### src/design/bridge_router_defs.svh
`ifndef BRIDGE_ROUTER_DEFS_SVH
`define BRIDGE_ROUTER_DEFS_SVH

// ----------------------------------------------------------------------
// bus command codes, sampled on the command lines in the address phase
// ----------------------------------------------------------------------
`define CMD_INT_ACK 4'h0
`define CMD_SPECIAL 4'h1
`define CMD_IO_READ 4'h2
`define CMD_IO_WRITE 4'h3
`define CMD_RSVD_4 4'h4
`define CMD_RSVD_5 4'h5
`define CMD_MEM_READ 4'h6
`define CMD_MEM_WRITE 4'h7
`define CMD_RSVD_8 4'h8
`define CMD_RSVD_9 4'h9
`define CMD_CFG_READ 4'hA
`define CMD_CFG_WRITE 4'hB
`define CMD_MEM_READ_MULT 4'hC
`define CMD_MEM_WRITE_MULT 4'hD
`define CMD_MEM_READ_LINE 4'hE
`define CMD_MEM_WRITE_INV 4'hF

// ----------------------------------------------------------------------
// configuration address layout
// ----------------------------------------------------------------------
`define CFG_BUS_HI 23
`define CFG_BUS_LO 16
`define CFG_DEV_HI 15
`define CFG_DEV_LO 11
`define CFG_FUNC_HI 10
`define CFG_FUNC_LO 8
`define CFG_REG_HI 7
`define CFG_REG_LO 2
`define CFG_TYPE0_CODE 2'h0
`define CFG_TYPE1_CODE 2'h1
`define IDSEL_LO 16
`define IDSEL_DEV_LIMIT 5'h10
`define SPECIAL_DEV 5'h1F
`define SPECIAL_FUNC 3'h7
`define OWN_FUNC 3'h0

// ----------------------------------------------------------------------
// timing and reset values
// ----------------------------------------------------------------------
`define DEVSEL_CLOCKS 2'h2
`define BUS_NUM_RESET 8'h00
`define ALL_BYTES 4'hF
`define ADDR_ZERO 32'h0000_0000

`endif

### src/design/bridge_router_pkg.sv
package bridge_router_pkg;

  // ----------------------------------------------------------------------
  // what a claimed transaction will do
  // ----------------------------------------------------------------------
  typedef enum logic [2:0] {
    act_none,
    act_header,
    act_to_type0,
    act_pass_type1,
    act_special,
    act_pass_mem
  } action_e;

  // per-bus target side state
  typedef struct packed {
    logic [1:0] cnt;
    logic devsel;
    logic first;
    logic write;
    action_e act;
    logic [3:0] cmd;
    logic [31:0] addr;
  } side_s;

  // whole state of the router
  typedef struct packed {
    side_s up;
    side_s dn;
    logic [7:0] pri_bus;
    logic [7:0] sec_bus;
    logic [7:0] sub_bus;
    logic up_stop;
    logic dn_stop;
    logic hdr_valid;
    logic hdr_write;
    logic [5:0] hdr_reg;
    logic [3:0] hdr_be;
    logic [31:0] hdr_wdata;
    logic dfwd_valid;
    logic [3:0] dfwd_cmd;
    logic [31:0] dfwd_addr;
    logic [31:0] dfwd_data;
    logic ufwd_valid;
    logic [3:0] ufwd_cmd;
    logic [31:0] ufwd_addr;
    logic [31:0] ufwd_data;
  } router_s;

endpackage : bridge_router_pkg

### src/design/cfg_addr_decoder.sv
`include "bridge_router_defs.svh"

module cfg_addr_decoder (
  input wire logic [31:0] ad,
  output logic is_type0,
  output logic is_type1,
  output logic [7:0] bus_num,
  output logic [4:0] dev_num,
  output logic [2:0] func_num,
  output logic [5:0] reg_num,
  output logic special_req,
  output logic [31:0] type0_addr
);

  // ----------------------------------------------------------------------
  // field split of a configuration address
  // ----------------------------------------------------------------------
  logic [15:0] idsel;

  assign is_type0 = (ad[1:0] == `CFG_TYPE0_CODE);
  assign is_type1 = (ad[1:0] == `CFG_TYPE1_CODE);
  assign bus_num = ad[`CFG_BUS_HI:`CFG_BUS_LO];
  assign dev_num = ad[`CFG_DEV_HI:`CFG_DEV_LO];
  assign func_num = ad[`CFG_FUNC_HI:`CFG_FUNC_LO];
  assign reg_num = ad[`CFG_REG_HI:`CFG_REG_LO];
  assign special_req = (dev_num == `SPECIAL_DEV) &&
                       (func_num == `SPECIAL_FUNC);

  // one-hot select line, devices 10h and up select nothing
  always_comb begin
    idsel = 16'h0000;
    if (dev_num < `IDSEL_DEV_LIMIT) begin
      idsel[dev_num[3:0]] = 1'b1;
    end
  end

  // converted address: select lines, fields kept, low bits 00
  assign type0_addr = {idsel, ad[`CFG_DEV_HI:`CFG_REG_LO], `CFG_TYPE0_CODE};

endmodule : cfg_addr_decoder

### src/design/pci_bridge_config_cycle_router.sv
// Notes on behaviour
// - never issue or claim interrupt-acknowledge or reserved commands
// - never claim special cycles; issue them only from type 1 requests
// - no type 0 upstream issue; never claim downstream type 0 accesses
// - claimed accesses raise device select two clocks after address phase
// - write-and-invalidate becomes memory write unless full line is assured
// - upstream claims inside windows; downstream claims outside windows
// - type 1 fields: bus 23:16, device 15:11, function 10:8, low 01
// - register field picks a doubleword; byte enables pick its bytes
// - type 0 claimed only with select asserted and function 0
// - configuration accesses are one doubleword; disconnect on first data
// - header reads have no side effect and return all four bytes
// - type 1 to the secondary bus becomes downstream type 0
// - conversion drives low address bits 00, keeps other fields
// - device n below 10h drives select bit 16+n, others none
// - type 1 above secondary, up to subordinate, passes downstream unchanged
// - special request to secondary bus makes a downstream special cycle
// - special request to a deeper bus passes downstream as type 1
// - downstream special request to primary bus makes upstream special cycle
// - special cycles never cross; only type 1 requests propagate
// - configuration read is 1010, configuration write is 1011
// - special cycle command is 0001
`include "bridge_router_defs.svh"

module pci_bridge_config_cycle_router
  import bridge_router_pkg::*;
(
  input wire logic clock,
  input wire logic rst_n,
  input wire logic bus_num_load,
  input wire logic [7:0] primary_bus_in,
  input wire logic [7:0] secondary_bus_in,
  input wire logic [7:0] subordinate_bus_in,
  input wire logic up_addr_phase,
  input wire logic [31:0] up_addr_data,
  input wire logic [3:0] upstream_cmd_byte_enable,
  input wire logic upstream_config_select,
  input wire logic up_window_hit,
  input wire logic up_line_ok,
  input wire logic up_data_valid,
  input wire logic up_data_last,
  input wire logic dn_addr_phase,
  input wire logic [31:0] dn_addr_data,
  input wire logic [3:0] dn_cmd_byte_enable,
  input wire logic dn_window_hit,
  input wire logic dn_line_ok,
  input wire logic dn_data_valid,
  input wire logic dn_data_last,
  output logic upstream_device_select,
  output logic up_stop,
  output logic downstream_device_select,
  output logic dn_stop,
  output logic hdr_valid,
  output logic hdr_write,
  output logic [5:0] hdr_reg_index,
  output logic [3:0] hdr_byte_enable,
  output logic [31:0] hdr_wdata,
  output logic dn_fwd_valid,
  output logic [3:0] dn_fwd_cmd,
  output logic [31:0] dn_fwd_addr,
  output logic [31:0] dn_fwd_data,
  output logic up_fwd_valid,
  output logic [3:0] up_fwd_cmd,
  output logic [31:0] up_fwd_addr,
  output logic [31:0] up_fwd_data
);

  // ----------------------------------------------------------------------
  // command class helpers
  // ----------------------------------------------------------------------
  function automatic logic cmd_ignored(input logic [3:0] cmd);
    cmd_ignored = (cmd == `CMD_INT_ACK) || (cmd == `CMD_RSVD_4) ||
                  (cmd == `CMD_RSVD_5) || (cmd == `CMD_RSVD_8) ||
                  (cmd == `CMD_RSVD_9);
  endfunction : cmd_ignored

  function automatic logic cmd_is_cfg(input logic [3:0] cmd);
    cmd_is_cfg = (cmd == `CMD_CFG_READ) || (cmd == `CMD_CFG_WRITE);
  endfunction : cmd_is_cfg

  function automatic logic cmd_is_mem_io(input logic [3:0] cmd);
    cmd_is_mem_io = !cmd_ignored(cmd) && !cmd_is_cfg(cmd) &&
                    (cmd != `CMD_SPECIAL);
  endfunction : cmd_is_mem_io

  // command sent on the far bus for a memory or i/o access
  function automatic logic [3:0] fwd_cmd(input logic [3:0] cmd,
                                         input logic line_ok);
    if ((cmd == `CMD_MEM_WRITE_INV) && !line_ok) begin
      fwd_cmd = `CMD_MEM_WRITE;
    end else begin
      fwd_cmd = cmd;
    end
  endfunction : fwd_cmd

  // device select counting, shared by both buses
  function automatic side_s side_claim(input side_s cur, input action_e act,
                                       input logic [3:0] cmd,
                                       input logic [31:0] addr,
                                       input logic write);
    side_claim = cur;
    side_claim.act = act;
    side_claim.cmd = cmd;
    side_claim.addr = addr;
    side_claim.write = write;
    side_claim.first = 1'b1;
    side_claim.cnt = `DEVSEL_CLOCKS - 2'h1;
  endfunction : side_claim

  function automatic side_s side_tick(input side_s cur);
    side_tick = cur;
    if (cur.cnt != 2'h0) begin
      side_tick.cnt = cur.cnt - 2'h1;
      side_tick.devsel = (cur.cnt == 2'h1);
    end
  endfunction : side_tick

  // ----------------------------------------------------------------------
  // reset release and state
  // ----------------------------------------------------------------------
  logic rst_meta_ff;
  logic rst_sync_ff;
  router_s st_ff;
  router_s nxt_st;

  // two-stage release of the asynchronous reset
  always_ff @(posedge clock or negedge rst_n) begin
    if (!rst_n) begin
      rst_meta_ff <= 1'b0;
      rst_sync_ff <= 1'b0;
    end else begin
      rst_meta_ff <= 1'b1;
      rst_sync_ff <= rst_meta_ff;
    end
  end

  // ----------------------------------------------------------------------
  // address field decode of both buses
  // ----------------------------------------------------------------------
  logic u_t0;
  logic u_t1;
  logic [7:0] u_bus;
  logic [2:0] u_func;
  logic [5:0] u_reg;
  logic u_spec;
  logic [31:0] u_conv;
  logic d_t1;
  logic [7:0] d_bus;
  logic d_spec;

  cfg_addr_decoder up_dec (
    .ad(up_addr_data),
    .is_type0(u_t0),
    .is_type1(u_t1),
    .bus_num(u_bus),
    .dev_num(),
    .func_num(u_func),
    .reg_num(u_reg),
    .special_req(u_spec),
    .type0_addr(u_conv)
  );

  cfg_addr_decoder dn_dec (
    .ad(dn_addr_data),
    .is_type0(),
    .is_type1(d_t1),
    .bus_num(d_bus),
    .dev_num(),
    .func_num(),
    .reg_num(),
    .special_req(d_spec),
    .type0_addr()
  );

  // ----------------------------------------------------------------------
  // next state
  // ----------------------------------------------------------------------
  always_comb begin
    logic u_cmd_wr;
    logic d_cmd_wr;
    logic u_go;
    logic d_go;
    u_cmd_wr = (upstream_cmd_byte_enable == `CMD_CFG_WRITE);
    d_cmd_wr = (dn_cmd_byte_enable == `CMD_CFG_WRITE);
    u_go = st_ff.up.devsel && up_data_valid;
    d_go = st_ff.dn.devsel && dn_data_valid;
    nxt_st = st_ff;
    nxt_st.up = side_tick(st_ff.up);
    nxt_st.dn = side_tick(st_ff.dn);
    nxt_st.up_stop = 1'b0;
    nxt_st.dn_stop = 1'b0;
    nxt_st.hdr_valid = 1'b0;
    nxt_st.dfwd_valid = 1'b0;
    nxt_st.ufwd_valid = 1'b0;

    // bus numbers loaded by configuration software
    if (bus_num_load) begin
      nxt_st.pri_bus = primary_bus_in;
      nxt_st.sec_bus = secondary_bus_in;
      nxt_st.sub_bus = subordinate_bus_in;
    end

    // upstream address phase, taken only while idle
    if (up_addr_phase && (st_ff.up.act == act_none)) begin
      if (cmd_is_mem_io(upstream_cmd_byte_enable)) begin
        if (up_window_hit) begin
          nxt_st.up = side_claim(st_ff.up, act_pass_mem,
                                 fwd_cmd(upstream_cmd_byte_enable,
                                         up_line_ok),
                                 up_addr_data, 1'b0);
        end
      end else if (cmd_is_cfg(upstream_cmd_byte_enable)) begin
        if (u_t0 && upstream_config_select &&
            (u_func == `OWN_FUNC)) begin
          nxt_st.up = side_claim(st_ff.up, act_header,
                                 upstream_cmd_byte_enable, up_addr_data,
                                 u_cmd_wr);
        end else if (u_t1 && (u_bus == st_ff.sec_bus)) begin
          if (u_spec && u_cmd_wr) begin
            nxt_st.up = side_claim(st_ff.up, act_special, `CMD_SPECIAL,
                                   `ADDR_ZERO, 1'b1);
          end else begin
            nxt_st.up = side_claim(st_ff.up, act_to_type0,
                                   upstream_cmd_byte_enable, u_conv,
                                   u_cmd_wr);
          end
        end else if (u_t1 && (u_bus > st_ff.sec_bus) &&
                     (u_bus <= st_ff.sub_bus)) begin
          nxt_st.up = side_claim(st_ff.up, act_pass_type1,
                                 upstream_cmd_byte_enable, up_addr_data,
                                 u_cmd_wr);
        end
      end
    end

    // downstream address phase, subtractive and special requests only
    if (dn_addr_phase && (st_ff.dn.act == act_none)) begin
      if (cmd_is_mem_io(dn_cmd_byte_enable)) begin
        if (!dn_window_hit) begin
          nxt_st.dn = side_claim(st_ff.dn, act_pass_mem,
                                 fwd_cmd(dn_cmd_byte_enable, dn_line_ok),
                                 dn_addr_data, 1'b0);
        end
      end else if (d_cmd_wr && d_t1 && d_spec &&
                   (d_bus == st_ff.pri_bus)) begin
        nxt_st.dn = side_claim(st_ff.dn, act_special, `CMD_SPECIAL,
                               `ADDR_ZERO, 1'b1);
      end
    end

    // upstream data phase
    if (u_go) begin
      nxt_st.up.first = 1'b0;
      if (st_ff.up.act == act_header) begin
        nxt_st.hdr_valid = 1'b1;
        nxt_st.hdr_write = st_ff.up.write;
        nxt_st.hdr_reg = st_ff.up.addr[`CFG_REG_HI:`CFG_REG_LO];
        nxt_st.hdr_be = st_ff.up.write ? upstream_cmd_byte_enable
                                       : `ALL_BYTES;
        nxt_st.hdr_wdata = st_ff.up.write ? up_addr_data : st_ff.hdr_wdata;
      end else if (st_ff.up.first) begin
        nxt_st.dfwd_valid = 1'b1;
        nxt_st.dfwd_cmd = st_ff.up.cmd;
        nxt_st.dfwd_addr = st_ff.up.addr;
        nxt_st.dfwd_data = up_addr_data;
      end
      if (st_ff.up.act != act_pass_mem) begin
        nxt_st.up_stop = !up_data_last;
        nxt_st.up.devsel = 1'b0;
        nxt_st.up.act = act_none;
      end else if (up_data_last) begin
        nxt_st.up.devsel = 1'b0;
        nxt_st.up.act = act_none;
      end
    end

    // downstream data phase
    if (d_go) begin
      nxt_st.dn.first = 1'b0;
      if (st_ff.dn.first) begin
        nxt_st.ufwd_valid = 1'b1;
        nxt_st.ufwd_cmd = st_ff.dn.cmd;
        nxt_st.ufwd_addr = st_ff.dn.addr;
        nxt_st.ufwd_data = dn_addr_data;
      end
      if (st_ff.dn.act != act_pass_mem) begin
        nxt_st.dn_stop = !dn_data_last;
        nxt_st.dn.devsel = 1'b0;
        nxt_st.dn.act = act_none;
      end else if (dn_data_last) begin
        nxt_st.dn.devsel = 1'b0;
        nxt_st.dn.act = act_none;
      end
    end
  end

  // ----------------------------------------------------------------------
  // state register
  // ----------------------------------------------------------------------
  always_ff @(posedge clock or negedge rst_sync_ff) begin
    if (!rst_sync_ff) begin
      st_ff <= '0;
      st_ff.up.act <= act_none;
      st_ff.dn.act <= act_none;
      st_ff.pri_bus <= `BUS_NUM_RESET;
      st_ff.sec_bus <= `BUS_NUM_RESET;
      st_ff.sub_bus <= `BUS_NUM_RESET;
    end else begin
      st_ff <= nxt_st;
    end
  end

  // ----------------------------------------------------------------------
  // outputs
  // ----------------------------------------------------------------------
  assign upstream_device_select = st_ff.up.devsel;
  assign downstream_device_select = st_ff.dn.devsel;
  assign up_stop = st_ff.up_stop;
  assign dn_stop = st_ff.dn_stop;
  assign hdr_valid = st_ff.hdr_valid;
  assign hdr_write = st_ff.hdr_write;
  assign hdr_reg_index = st_ff.hdr_reg;
  assign hdr_byte_enable = st_ff.hdr_be;
  assign hdr_wdata = st_ff.hdr_wdata;
  assign dn_fwd_valid = st_ff.dfwd_valid;
  assign dn_fwd_cmd = st_ff.dfwd_cmd;
  assign dn_fwd_addr = st_ff.dfwd_addr;
  assign dn_fwd_data = st_ff.dfwd_data;
  assign up_fwd_valid = st_ff.ufwd_valid;
  assign up_fwd_cmd = st_ff.ufwd_cmd;
  assign up_fwd_addr = st_ff.ufwd_addr;
  assign up_fwd_data = st_ff.ufwd_data;

endmodule : pci_bridge_config_cycle_router

### config.mk
export PLATFORM = sky130hd
export DESIGN_NAME = pci_bridge_config_cycle_router
export DESIGN_NICKNAME = d
export VERILOG_FILES = /design/src/design/bridge_router_pkg.sv /design/src/design/cfg_addr_decoder.sv /design/src/design/pci_bridge_config_cycle_router.sv
export VERILOG_INCLUDE_DIRS = /design/src /design/src/design
export SDC_FILE = /design/constraint.sdc
export NUM_CORES = 1
export LEC_CHECK = 0
export BUFFER_PORTS_ARGS = -buffer_cell sky130_fd_sc_hd__buf_2
export CAP_MARGIN = 20
export CORE_ASPECT_RATIO = 1.4
export CORE_MARGIN = 4
export CORE_UTILIZATION = 30
export CTS_CLUSTER_SIZE = 14
export DETAILED_ROUTE_END_ITERATION = 6
export MAX_ROUTING_LAYER = met4
export SLEW_MARGIN = 20
export SYNTH_ARGS = -nofsm -noshare
export SYNTH_HDL_FRONTEND = slang
export SYNTH_SLANG_ARGS = --single-unit
### constraint.sdc
create_clock -name clock -period 9.4 [get_ports clock]
set_input_delay 0.94 -clock clock [delete_from_list [all_inputs] [get_ports clock]]
set_output_delay 0.94 -clock clock [all_outputs]
set_load 0.01 [all_outputs]
## Word level (Yosys, flattened, before mapping)

Index checks and enable logic that the tools add are counted.

| storage, ports and cells | value |
|---|---|
| memories | 0 |
| memory bits (read-only) | 0 |
| latch bits | 0 |
| bits in writable memories | 0 |
| output and inout bits | 186 |
| bits in registers | 298 |

| operators by class | value |
|---|---|
| divide/modulo/power cells | 0 |
| multiply operators | 0 |
| $lt $le $gt $ge | 5 |
| bitwise gates (word level) | 1 |
| eq/ne operators | 33 |
| reductions and logical operators | 64 |
| shifts and indexed selects | 0 |
| mux-type cells | 43 |
| $add $sub $neg | 2 |

Operators by type and width:

| kind | count |
|---|---|
| two-way mux 44 bit | 12 |
| two-way mux 69 bit | 4 |
| two-way mux 113 bit | 1 |
| equality test 4 bit, second input constant | 10 |
| two-way mux 40 bit | 1 |
| two-way mux 32 bit | 1 |
| two-way mux 3 bit | 8 |
| logical AND 1 bit | 22 |
| equality test 4 x 3 -> 1 bit, second input constant | 4 |
| equality test 8 bit | 2 |
| two-way mux 16 bit | 1 |
| two-way mux 4 bit | 3 |
| != test 3 bit, second input constant | 4 |
| AND reduction 3 bit | 4 |
| nonzero test 2 bit | 6 |
| equality test 5 bit, second input constant | 2 |
| logical OR 1 bit | 10 |
| logical NOT 3 bit | 3 |
| two-way mux 1 bit | 9 |
| equality test 2 x 1 -> 1 bit, second input constant | 4 |
| greater-than comparator 8 bit | 1 |
| <= comparator 8 bit | 1 |
| logical NOT 1 bit | 8 |
| logical NOT 4 bit | 2 |
| 17 further kinds | 25 |

## Logic depth before layout (Yosys ltp)

Gate-level depths: netlist (run 1).

| logic depth | value |
|---|---|
| depth in word-level cells | 14 |
| depth in mapped cells | 10 |

## Cells and area by module

Synthesis (run 1) repeated with hierarchy kept, for this count alone.

| second synthesis, totals | value |
|---|---|
| cells, all modules | 1352 |
| area total of the unflattened synthesis | 14756.7 um2 |

By module, submodules not included:

| module | instances | sequential area each (um2) | area an instance (um2) | cells an instance |
|---|---|---|---|---|
| pci_bridge_config_cycle_router | 1 | 7432.1 | 13877.1 | 1217 |
| cfg_addr_decoder (up_dec) | 1 | 0.0 | 452.9 | 68 |
| cfg_addr_decoder (dn_dec) | 1 | 0.0 | 426.7 | 67 |

## Least setup slack after synthesis (run 1)

No wires, ideal clock.

| path | value |
|---|---|
| kind | input port to flip-flop |
| start | input port up_addr_data[23] |
| end | register st_ff[276] (netlist name) |
| arrival time | 2.867 ns |
| setup time | 0.128 ns |
| slack | 6.405 ns |
| stages | 9 |
| path through | ha_1 nand4_1 a211oi_1 a2111oi_2 or3_1 buf_4 a21oi_4 buf_6 mux2_1 |

| on the way | value |
|---|---|
| cells in the longest elaborated chain, start to end | 6 |

Ends and longest elaborated chain:

| what | RTL line | text |
|---|---|---|
| from (decl) | pci_bridge_config_cycle_router.sv:35 | `input wire logic [31:0] up_addr_data,` |
| parallel branches: the longest is 6 deep, another holds greater-than comparator 8 bit | - |  |
| to (signal assigned) | pci_bridge_config_cycle_router.sv:309 | `st_ff <= nxt_st;` |
| to (decl) | pci_bridge_config_cycle_router.sv:123 | `router_s st_ff;` |

Several ways; the timed one is not identified. The select of a mux whose other input is x is not followed.
A chain may end at the register's enable or synchronous reset.

## Final worst setup path (run 1)

Ends and elaborated chain as after synthesis.

==> flow_metrics.py, run 1 <==
metrics = {
    "critical_path": {
        "crit_arrival_ns": 4.17,
        "slowest_stage": "a21oi_4",
        "crit_start": "up_addr_data[23]",
        "startpoint_type": "input pin",
        "cp_num_buf_inv": 2,
        "cpPeakStageDelay_ns": 0.69,
        "cp_top_family": "compound AO/OA/AOI/OAI gates",
        "end_kind": "flop",
        "worstPathRequired_ns": 9.85,
        "rr_startpoint": "st_ff[199]",
        "cp_max_fo": 23,
        "path_class": "input pin to flop",
        "crit_chain": "buf_2 -> ha_1 -> nand4_1 -> a211oi_1 -> a2111oi_2 -> or3_1 -> a21oi_4 -> buf_4 -> mux2_1",
    },
    "logic_synthesis": {
        "synth_area_leaders": "dfrtp_1 54%, mux2_2 14%, buf_4 9.9%, nand2_1 3.7%, mux2i_1 2.5%",
        "synthFlopType": "dfrtp_1",
        "yosysMostFrequentCell": "dfrtp_1",
        "yosysTopAreaCellShare_pct": 53.75,
        "yosysTopAreaCell": "dfrtp_1",
        "synth_common_cells": "297 x dfrtp_1, 183 x buf_4, 175 x mux2_2",
        "synth-edff-count": 0,
        "syn-num-nets": 1321,
        "syn_area_um2": 13830,
        "synth_cell_types": 64,
        "synth-seq-cells": 297,
        "synth_seq_area_share_pct": 53.75,
        "ys_warn_count": 0,
        "syn_inst": 1195,
        "avgSynthCellArea_um2": 11.57,
        "synth_async_sr_flop_share_pct": 100.0,
    },
    "floorplan": {
        "dieHeight_um": 262.0,
        "die_x_um": 189.5,
        "rows": 92,
        "die-area_um2": 49640,
        "io_pins": 296,
        "core_um2": 45350,
        "start_util_pct": 30.49,
    },
    "sta": {
        "period_needed_ns": 3.725,
        "rsz0062_at_grt": "no",
        "max_freq_ghz": 0.2684,
        "hold_viol": 0,
        "finalCritPeriodShare_pct": 39.63,
        "setup_violations": 0,
        "holdWs_ns": 0.1499,
        "slew_headroom_pct": 30.63,
        "worst_pin_slew_ns": 1.037,
        "slew_violations": 0,
        "fin_skew_ns": 0.01410,
        "setup_tns_ns": 0,
    },
    "clocking": {
        "cts_inserted_buffers": 30,
        "clk_pin_slew_worst_paths_ns": 0.07,
        "clkLatencyLatePin_ns": 0.57,
        "post_cts_resized": 0,
        "cts.sink_count": 297,
        "cts_max_level": 1,
        "cts_hold_buf": 0,
        "cts_tree": "built",
        "cts_root_buf": "clkbuf_16",
        "cts.path.max_buffers": 3,
        "cts_setup_buffers": 0,
    },
    "drt": {
        "routed_wirelength_um": 35920,
        "avgRoutedWirePerCell_um": 18.51,
        "vias": 8893,
        "dr.pass1.iters": 5,
        "drt_iter0_markers": 449,
        "antenna_left": 0,
        "viasPerCell": 4.582,
        "route.detailed.drc": 0,
    },
    "power": {
        "power_frac_clock_pct": 28.3,
        "power.share.sequential_pct": 43.6,
        "p_comb_share_pct": 28.1,
        "power_switching_mw": 1.505,
        "swShare_pct": 31.61,
        "power_density_nw_per_um2": 301.5,
        "intPower_mw": 3.257,
        "ir_drop_mv": 0.2196,
        "power_leakage_nw": 7.762,
    },
    "outcome": {
        "status": "completed",
    },
    "grt": {
        "grt_util_all_layers_pct": 14.41,
        "grt_pass1_vias": 9219,
        "antenna_found_initial": 3,
        "grt_max_degree": 155,
        "grt_pass1_wl_um": 54920,
        "grt_overflow": 0,
    },
    "finish": {
        "syn2layout_area_growth_pct": 14.20,
        "layout.cells.non_filler": 1941,
        "finalCoreUtilization_pct": 34.82,
        "drive_gt1_share_pct": 41.82,
        "fin_nets": 1429,
        "finalInstanceArea_um2": 15790,
        "fillers": 4618,
    },
    "worst_hold_path": {
        "hp-class": "input pin to asynchronous set/reset pin",
    },
    "place": {
        "placed_area_um2": 14630,
        "gp_congestion": 0.7903,
        "hpwl_um": 26230,
        "dpl.cell_count": 1881,
        "io_buffers": 295,
    },
    "job": {
        "max-cap-violations": 0,
    },
}
==> cell usage in the layout (no fill, tap or decap), drive strengths merged, types with 4 or more instances in the layout <==
master	instances
buf	303
dfrtp	297
mux2	177
nand2	137
inv	61
o21ai	45
clkbuf	41
nand3	39
mux2i	34
nor2	21
ha	16
o211ai	14
a21oi	12
o2bb2ai	11
nand4	10
a31oi	9
nor3	9
xnor2	7
clkinv	7
a211oi	6
bufinv	6
a21o	5
nor2b	4
and2	4
or4b	4
==> cell families (layout without fill, tap and decap cells) <==
family / count (synthesis) / count (layout) / synth area share, %
AOI/OAI and AO/OA: 119 / 119 / 5.782
xor gates and xnor gates: 8 / 8 / 0.5067
adders and majority gates: 16 / 16 / 1.448
buffers and inverters: 288 / 420 / 12.90
DFF: 297 / 297 / 53.75
muxes: 211 / 211 / 16.87
other: 1 / 4 / 0.02712
and+or+nand+nor: 255 / 255 / 8.713
==> state kept, by name, indices dropped and copies added (netlist names), 4 cells and up <==
| register | cells |
|---|---|
| hdr_wdata | 32 |
| up_fwd_data | 32 |
| dn_fwd_cmd | 4 |
| st_ff | 109 |
| dn_fwd_data | 32 |
| hdr_byte_enable | 4 |
| up_fwd_addr | 32 |
| dn_fwd_addr | 32 |
| hdr_reg_index | 6 |
| up_fwd_cmd | 4 |
==> layer usage <==
layer	wire, µm	GRT usage, %
met5	0	-
met4	1076	5.187
met3	2047	2.777
met2	18870	24.99
met1	13930	16.74
==> power groups by stage <==
stage | sequential (mW) | combinational (mW) | clock (mW)
finish | 2.07 | 1.34 | 1.35
global route | 2.14 | 1.47 | 1.45
floorplan | 2.02 | 1.25 | 0
CTS | 2.08 | 1.37 | 1.40
global placement | 2.08 | 1.33 | 0
detailed placement | 2.10 | 1.36 | 0
==> per-stage QoR <==
| step | power [mW] | setup WS, ns |
|---|---|---|
| 6_report | 4.762 | 5.675 |
| 5_1_grt | 5.062 | 5.521 |
| 4_1_cts | 4.842 | 5.746 |
| 3_5_place_dp | 3.466 | 5.136 |
| 3_3_place_gp | 3.417 | 5.230 |
| 2_1_floorplan | 3.272 | 0.5099 |
==> worst paths after layout <==
check	end	slack (ns)	depth (start not counted)
max	st_ff[276]	5.67	9
min	rst_sync_ff	0.15	1
max reg2reg	st_ff[276]	5.81	9
min reg2reg	rst_sync_ff	0.35	0
max in group asynchronous	st_ff[266]	7.43	1
min in group clock	rst_sync_ff	0.35	0
==> area by class of cell <==
| class | count | area (µm²) | area share, % |
|---|---|---|---|
| sequential | 297 | 7436 | 47.09 |
| multi-input combinational | 610 | 4654 | 29.47 |
| timing repair buffer | 303 | 1569 | 9.936 |
| clock buffer | 41 | 893.4 | 5.657 |
| tap | 611 | 764.5 | 4.841 |
| clock inverter | 15 | 237.7 | 1.505 |
| inverter | 61 | 229.0 | 1.450 |
| antenna | 3 | 7.507 | 0.04754 |
==> worst reg2reg max path, delay by kind of cell, from the launching register on <==
family / cells / cell delay (ns)
flip-flops: 1 / 0.32
buffers and inverters: 2 / 0.55
multiplexers: 1 / 0.38
AO/OA/AOI/OAI: 3 / 1.13
adder cells (fa/ha/maj): 1 / 0.32
AND/OR/NAND/NOR: 2 / 0.77
(Power assumes the default switching activity.)
==> run 2: changes to the inputs <==
- ABC_AREA: default -> 1
- clock period: 9.4 -> 3.8 ns (I/O delays scaled with it)
==> flow_metrics.py, run 2 <==
metrics = {
    "outcome": {
        "status": "completed",
    },
    "critical_path": {
        "path_common_cell": "nand2_1",
        "cpPeakStageDelay_ns": 0.49,
        "rr_endpoint": "st_ff[285]",
        "crit_cells": 12,
        "slowest_stage": "nand2_1",
        "crit_arrival_ns": 3.22,
        "crit_start": "st_ff[199]",
        "setup.worst_path.end": "st_ff[285]",
        "startpoint_type": "flop",
        "rr_startpoint": "st_ff[199]",
        "cp_num_buf_inv": 3,
        "rr_worst_depth": 12,
        "cp_max_fo": 20,
        "reg2reg_slack_ns": 0.95,
        "end_kind": "flop",
        "cp_top_family": "simple AND/OR/NAND/NOR gates",
        "worstPathRequired_ns": 4.17,
        "path_class": "flop to flop",
        "crit_chain": "inv_1 -> ha_1 -> nand2_1 -> nor2_2 -> nand4_2 -> buf_4 -> inv_1 -> nand3_1 -> nand2_1 -> nand2_1 -> nand2_1 -> o21ai_0",
    },
    "logic_synthesis": {
        "synth_cell_types": 42,
        "synth_area_leaders": "dfrtp_1 54%, nand2_1 9.9%, buf_4 9.9%, o21ai_0 8.7%, inv_1 4.5%",
        "syn_area_um2": 13830,
        "ys_warn_count": 0,
        "synth_common_cells": "366 x nand2_1, 297 x dfrtp_1, 239 x o21ai_0",
        "yosysTopAreaCellShare_pct": 53.75,
        "syn_inst": 1562,
        "synth-edff-count": 0,
        "yosysMostFrequentCell": "nand2_1",
        "yosysTopAreaCell": "dfrtp_1",
        "synth-seq-cells": 297,
        "synthFlopType": "dfrtp_1",
        "synth_async_sr_flop_share_pct": 100.0,
        "synth_seq_area_share_pct": 53.75,
        "avgSynthCellArea_um2": 8.852,
        "syn-num-nets": 1688,
    },
    "finish": {
        "final_common_cell": "nand2_1",
        "drive_gt1_share_pct": 24.26,
        "largest_register_ffs": 109,
        "syn2layout_area_growth_pct": 14.03,
        "fin_nets": 1789,
        "final_cell_mix": "365 x nand2_1, 296 x dfrtp_1, 295 x buf_2",
        "finalInstanceArea_um2": 15770,
        "fillers": 4722,
        "regMostFlops": "st_ff",
    },
    "place": {
        "hpwl_um": 28630,
        "gp_congestion": 0.9339,
        "io_buffers": 295,
        "place_ws_ns": 0.7322,
        "placed_area_um2": 14580,
    },
    "clocking": {
        "cts_root_buf": "clkbuf_16",
        "cts_tree": "built",
        "cts.sink_count": 297,
        "clkLatencyLatePin_ns": 0.51,
        "clk_pin_slew_worst_paths_ns": 0.06,
        "cts_inserted_buffers": 34,
        "cts.path.max_buffers": 3,
        "cts_max_level": 2,
    },
    "power": {
        "power_switching_mw": 4.056,
        "power_leakage_nw": 8.083,
        "swShare_pct": 34.43,
        "power_frac_clock_pct": 28.0,
        "ir_drop_mv": 0.4790,
        "totalPowerFinal_mw": 11.78,
        "power.share.sequential_pct": 43.1,
        "power_density_nw_per_um2": 747.2,
        "intPower_mw": 7.725,
        "p_comb_share_pct": 28.9,
    },
    "sta": {
        "max_freq_ghz": 0.3507,
        "setup_violations": 0,
        "fin_skew_ns": 0.01126,
        "worst_slack_ns": 0.9487,
        "setup_tns_ns": 0,
        "holdWs_ns": 0.04239,
        "period_needed_ns": 2.851,
        "worst_pin_slew_ns": 0.8823,
        "rsz0062_at_grt": "no",
        "slew_headroom_pct": 41.18,
        "finalCritPeriodShare_pct": 75.03,
        "hold_viol": 0,
        "slew_violations": 0,
    },
    "grt": {
        "grt_max_degree": 137,
        "grt_pass1_vias": 10632,
        "grt_util_all_layers_pct": 15.87,
        "grt_pass1_wl_um": 60620,
        "grt_overflow": 0,
        "antenna_found_initial": 17,
    },
    "job": {
        "max-cap-violations": 0,
    },
    "floorplan": {
        "rows": 92,
        "dieHeight_um": 262.0,
        "io_pins": 296,
        "die_x_um": 189.4,
        "die-area_um2": 49640,
        "start_util_pct": 30.49,
        "core_um2": 45350,
    },
    "drt": {
        "dr.pass1.iters": 6,
        "viasPerCell": 4.488,
        "drt_iter0_markers": 599,
        "routed_wirelength_um": 38660,
        "avgRoutedWirePerCell_um": 16.71,
        "vias": 10385,
        "antenna_left": 0,
        "route.detailed.drc": 0,
    },
    "worst_hold_path": {
        "hp-class": "input pin to flop",
    },
}
[run 2: changes by cell type after synthesis, moves of 19 or more]
cell / before / now
nand2_1: 137 / 366
o21ai_0: 42 / 239
mux2_2: 175 / 6
inv_1: 60 / 165
mux2i_1: 34 / 0
a21oi_1: 11 / 40
nor2_1: 20 / 40
o21ai_2: 1 / 20
[run 2: worst register-to-register path, stage by stage, from the launching register on]
cell and delay [ns]:
dfrtp_1 0.33, inv_1 0.05, ha_1 0.29, nand2_1 0.09, nor2_2 0.16, nand4_2 0.11, buf_4 0.22, inv_1 0.38
nand3_1 0.20, nand2_1 0.16, nand2_1 0.06, nand2_1 0.49, o21ai_0 0.16
[run 2: final cells by class]
class,count,area (µm²),share of cell area (%)
Antenna cell,17,42.54,0.2698
Clock buffer,44,982.2,6.229
Clock inverter,15,148.9,0.9443
Inverter,171,641.9,4.071
Multi-Input combinational cell,849,4123,26.15
Sequential cell,297,7436,47.16
Tap cell,611,764.5,4.848
Timing Repair Buffer,310,1629,10.33
[run 2: worst min-delay path by stage]
stage	startpoint	to	slack [ns]	cells after the start
after floorplan	rst_n	rst_meta_ff	0.08	0
after global placement	rst_n	rst_meta_ff	0.17	1
after detailed placement	rst_n	rst_meta_ff	0.17	1
after CTS	dn_data_last	dn_stop	0.005	2
after global routing	dn_data_last	dn_stop	0.02	2
final	dn_data_last	dn_stop	0.04	2
[run 2: stage by stage]
stage | std cells | utilization [%]
4_1_cts | 2297 | 34.67
2_1_floorplan | 1562 | -
5_1_grt | 2313 | 34.76
6_report | 2314 | 34.77
3_3_place_gp | 2237 | 32.16
3_5_place_dp | 2237 | 32.16
[run 2: cells by family (layout without fill, tap and decap cells)]
logic type                 count (synthesis)  count (layout)  synth area share, %
AOI/OAI and AO/OA                        334             334                13.11
buffers and inverters                    416             540                16.56
muxes                                      6               6               0.4886
other                                      1              18              0.02712
and+or+nand+nor                          488             488                14.36
DFF                                      297             297                53.75
adders and majority gates                 16              16                1.448
xor gates and xnor gates                   4               4               0.2533
[run 2: power by group through the flow]
stage,Sequential [mW],Combinational (mW),Clock (mW)
finish,5.08,3.40,3.30
global route,5.24,3.87,3.56
CTS,5.09,3.48,3.43
detailed placement,5.12,3.47,0
global placement,5.11,3.39,0
floorplan,4.99,3.12,0
[run 2: timing repair]
action / 4_1_cts / 5_1_grt
hold buffers: 1 / 0
endpoints found under the hold margin: 2 / 0
buffers inserted: 0 / 0
gates resized for setup: 0 / 0
[run 2: layer usage]
layer,up-vias,part of all wire (%),GRT usage [%]
li1,5043,-,-
met1,4865,39,18.36
met2,407,48,26.58
met3,70,9.7,5.222
met4,0,2.7,4.483
met5,-,0,-
==> run 3: changes to the inputs <==
- clock period: 3.8 -> 2.9 ns (I/O delays scaled with it)
==> flow_metrics.py, run 3 (synthesis gave the netlist of run 2 again) <==
metrics = {
    "floorplan": {
        "dieHeight_um": 262.0,
        "die-area_um2": 49640,
        "start_util_pct": 30.49,
        "core_um2": 45350,
        "die_x_um": 189.4,
        "rows": 92,
        "io_pins": 296,
    },
    "finish": {
        "syn2layout_area_growth_pct": 18.11,
        "finalInstanceArea_um2": 16330,
        "fillers": 4721,
        "final_cell_mix": "365 x nand2_1, 296 x dfrtp_1, 295 x buf_2",
        "largest_register_ffs": 109,
        "multi_input_area_um2": 4123,
        "drive_gt1_share_pct": 23.78,
        "layout.cells.non_filler": 2362,
        "final_common_cell": "nand2_1",
        "regMostFlops": "st_ff",
        "regArea_um2": 7436,
        "fin_nets": 1842,
    },
    "clocking": {
        "cts_hold_buf": 44,
        "clkLatencyLatePin_ns": 0.52,
        "post_cts_resized": 0,
        "cts_max_level": 2,
        "cts_root_buf": "clkbuf_16",
        "cts_inserted_buffers": 34,
        "cts_setup_buffers": 0,
        "cts.path.max_buffers": 3,
        "clk_pin_slew_worst_paths_ns": 0.07,
        "cts.sink_count": 297,
        "cts_tree": "built",
    },
    "grt": {
        "grt_util_all_layers_pct": 15.88,
        "grt_pass1_wl_um": 60710,
        "antenna_found_initial": 13,
        "grt_overflow": 0,
        "grt_pass1_vias": 10637,
        "grt_max_degree": 97,
    },
    "power": {
        "power_density_nw_per_um2": 954.1,
        "power_leakage_nw": 8.332,
        "p_comb_share_pct": 29.0,
        "power_switching_mw": 5.350,
        "swShare_pct": 34.33,
        "power_frac_clock_pct": 28.1,
        "ir_drop_mv": 0.6274,
        "power.share.sequential_pct": 42.9,
        "intPower_mw": 10.23,
    },
    "place": {
        "io_buffers": 295,
        "placed_area_um2": 14730,
        "dpl.cell_count": 2247,
        "hpwl_um": 29040,
        "gp_congestion": 0.9273,
    },
    "sta": {
        "max_freq_ghz": 0.4299,
        "period_needed_ns": 2.326,
        "finalCritPeriodShare_pct": 80.21,
        "slew_violations": 0,
        "holdWs_ns": 0.03777,
        "slew_headroom_pct": 49.74,
        "fin_skew_ns": 0.01495,
        "worst_pin_slew_ns": 0.7538,
        "rsz0062_at_grt": "no",
        "setup_tns_ns": 0,
        "hold_viol": 0,
        "setup_violations": 0,
    },
    "drt": {
        "viasPerCell": 4.500,
        "route.detailed.drc": 0,
        "routed_wirelength_um": 39520,
        "antenna_left": 0,
        "avgRoutedWirePerCell_um": 16.73,
        "vias": 10630,
        "drt_iter0_markers": 499,
        "dr.pass1.iters": 6,
    },
    "critical_path": {
        "slowest_stage": "dfrtp_1",
        "crit_arrival_ns": 2.72,
        "crit_chain": "inv_1 -> ha_1 -> nand2_1 -> inv_1 -> nand2_1 -> nand2_1 -> nand2_1 -> nand2_1 -> nand2_1 -> nand2_2 -> nand3_2 -> nand2_4 -> inv_2 -> nand2_1 -> nand2_1 -> nand2_1 -> buf_4 -> o21ai_0",
        "worstPathRequired_ns": 3.29,
        "end_kind": "flop",
        "cpPeakStageDelay_ns": 0.32,
        "path_common_cell": "nand2_1",
        "rr_worst_depth": 18,
        "startpoint_type": "flop",
        "cp_max_fo": 12,
        "path_class": "flop to flop",
    },
    "worst_hold_path": {
        "hp-class": "input pin to flop",
        "holdPathStages": 3,
    },
    "outcome": {
        "status": "completed",
    },
    "job": {
        "max-cap-violations": 0,
    },
}
run 3: changes by cell type in the layout (fill, tap and decap cells not counted), sizes merged:
cell,delta
diode,-3
buf,+10
dlygate4sd3,+43
clkbuf,+6
clkinvlp,-2
clkinv,-4
inv,-2
run 3: final cells by class:
| class | count | area share [%] |
|---|---|---|
| clock inverters | 7 | 0.5899 |
| flip-flops and latches | 297 | 45.53 |
| multi-input cells | 849 | 25.25 |
| repair buffers | 363 | 13.53 |
| inverters | 171 | 3.930 |
| clock buffers | 50 | 6.275 |
| well taps | 611 | 4.681 |
| diodes | 14 | 0.2145 |
run 3: routing by layer:
layer / track usage (%) / part of all wire [%] / vias to the layer above / wire length (µm)
met5: - / 0 / - / 0
met4: 5.207 / 3.2 / 0 / 1282
met3: 3.946 / 7.8 / 71 / 3067
met2: 26.56 / 48 / 400 / 18810
met1: 18.91 / 41 / 5015 / 16360
li1: - / - / 5144 / -
run 3: worst paths after layout:
check | to | from | slack [ns]
max | st_ff[285] | st_ff[187] | 0.57
min | up_fwd_data[11] | dn_addr_data[11] | 0.04
max reg2reg | st_ff[285] | st_ff[187] | 0.57
min reg2reg | rst_sync_ff | rst_meta_ff | 0.35
max in group asynchronous | up_fwd_data[10] | rst_sync_ff | 1.67
min in group asynchronous | rst_sync_ff | rst_n | 0.09
run 3: stage by stage:
| step | utilization, % | total power, mW | setup WS, ns |
|---|---|---|---|
| 2_1_floorplan | - | 10.63 | -0.05723 |
| 3_3_place_gp | 32.49 | 11.18 | 0.5564 |
| 3_5_place_dp | 32.49 | 11.31 | 0.5265 |
| 4_1_cts | 35.93 | 15.87 | 0.6070 |
| 5_1_grt | 36.00 | 16.70 | 0.3561 |
| 6_report | 36.01 | 15.58 | 0.5738 |
run 3: worst max-delay path: cells and delay by family, from the launching register on:
| family | cells | cell delay [ns] |
|---|---|---|
| AND/OR/NAND/NOR | 12 | 1.04 |
| buffers and inverters | 4 | 0.44 |
| flip-flops | 1 | 0.32 |
| adder cells (fa/ha/maj) | 1 | 0.29 |
| AO/OA/AOI/OAI | 1 | 0.10 |
run 3: power by group through the flow:
stage	clock network [mW]	registers [mW]	logic (mW)
floorplan	0	6.54	4.08
global placement	0	6.69	4.49
detailed placement	0	6.73	4.58
CTS	4.54	6.69	4.64
global route	4.69	6.89	5.12
finish	4.38	6.68	4.52
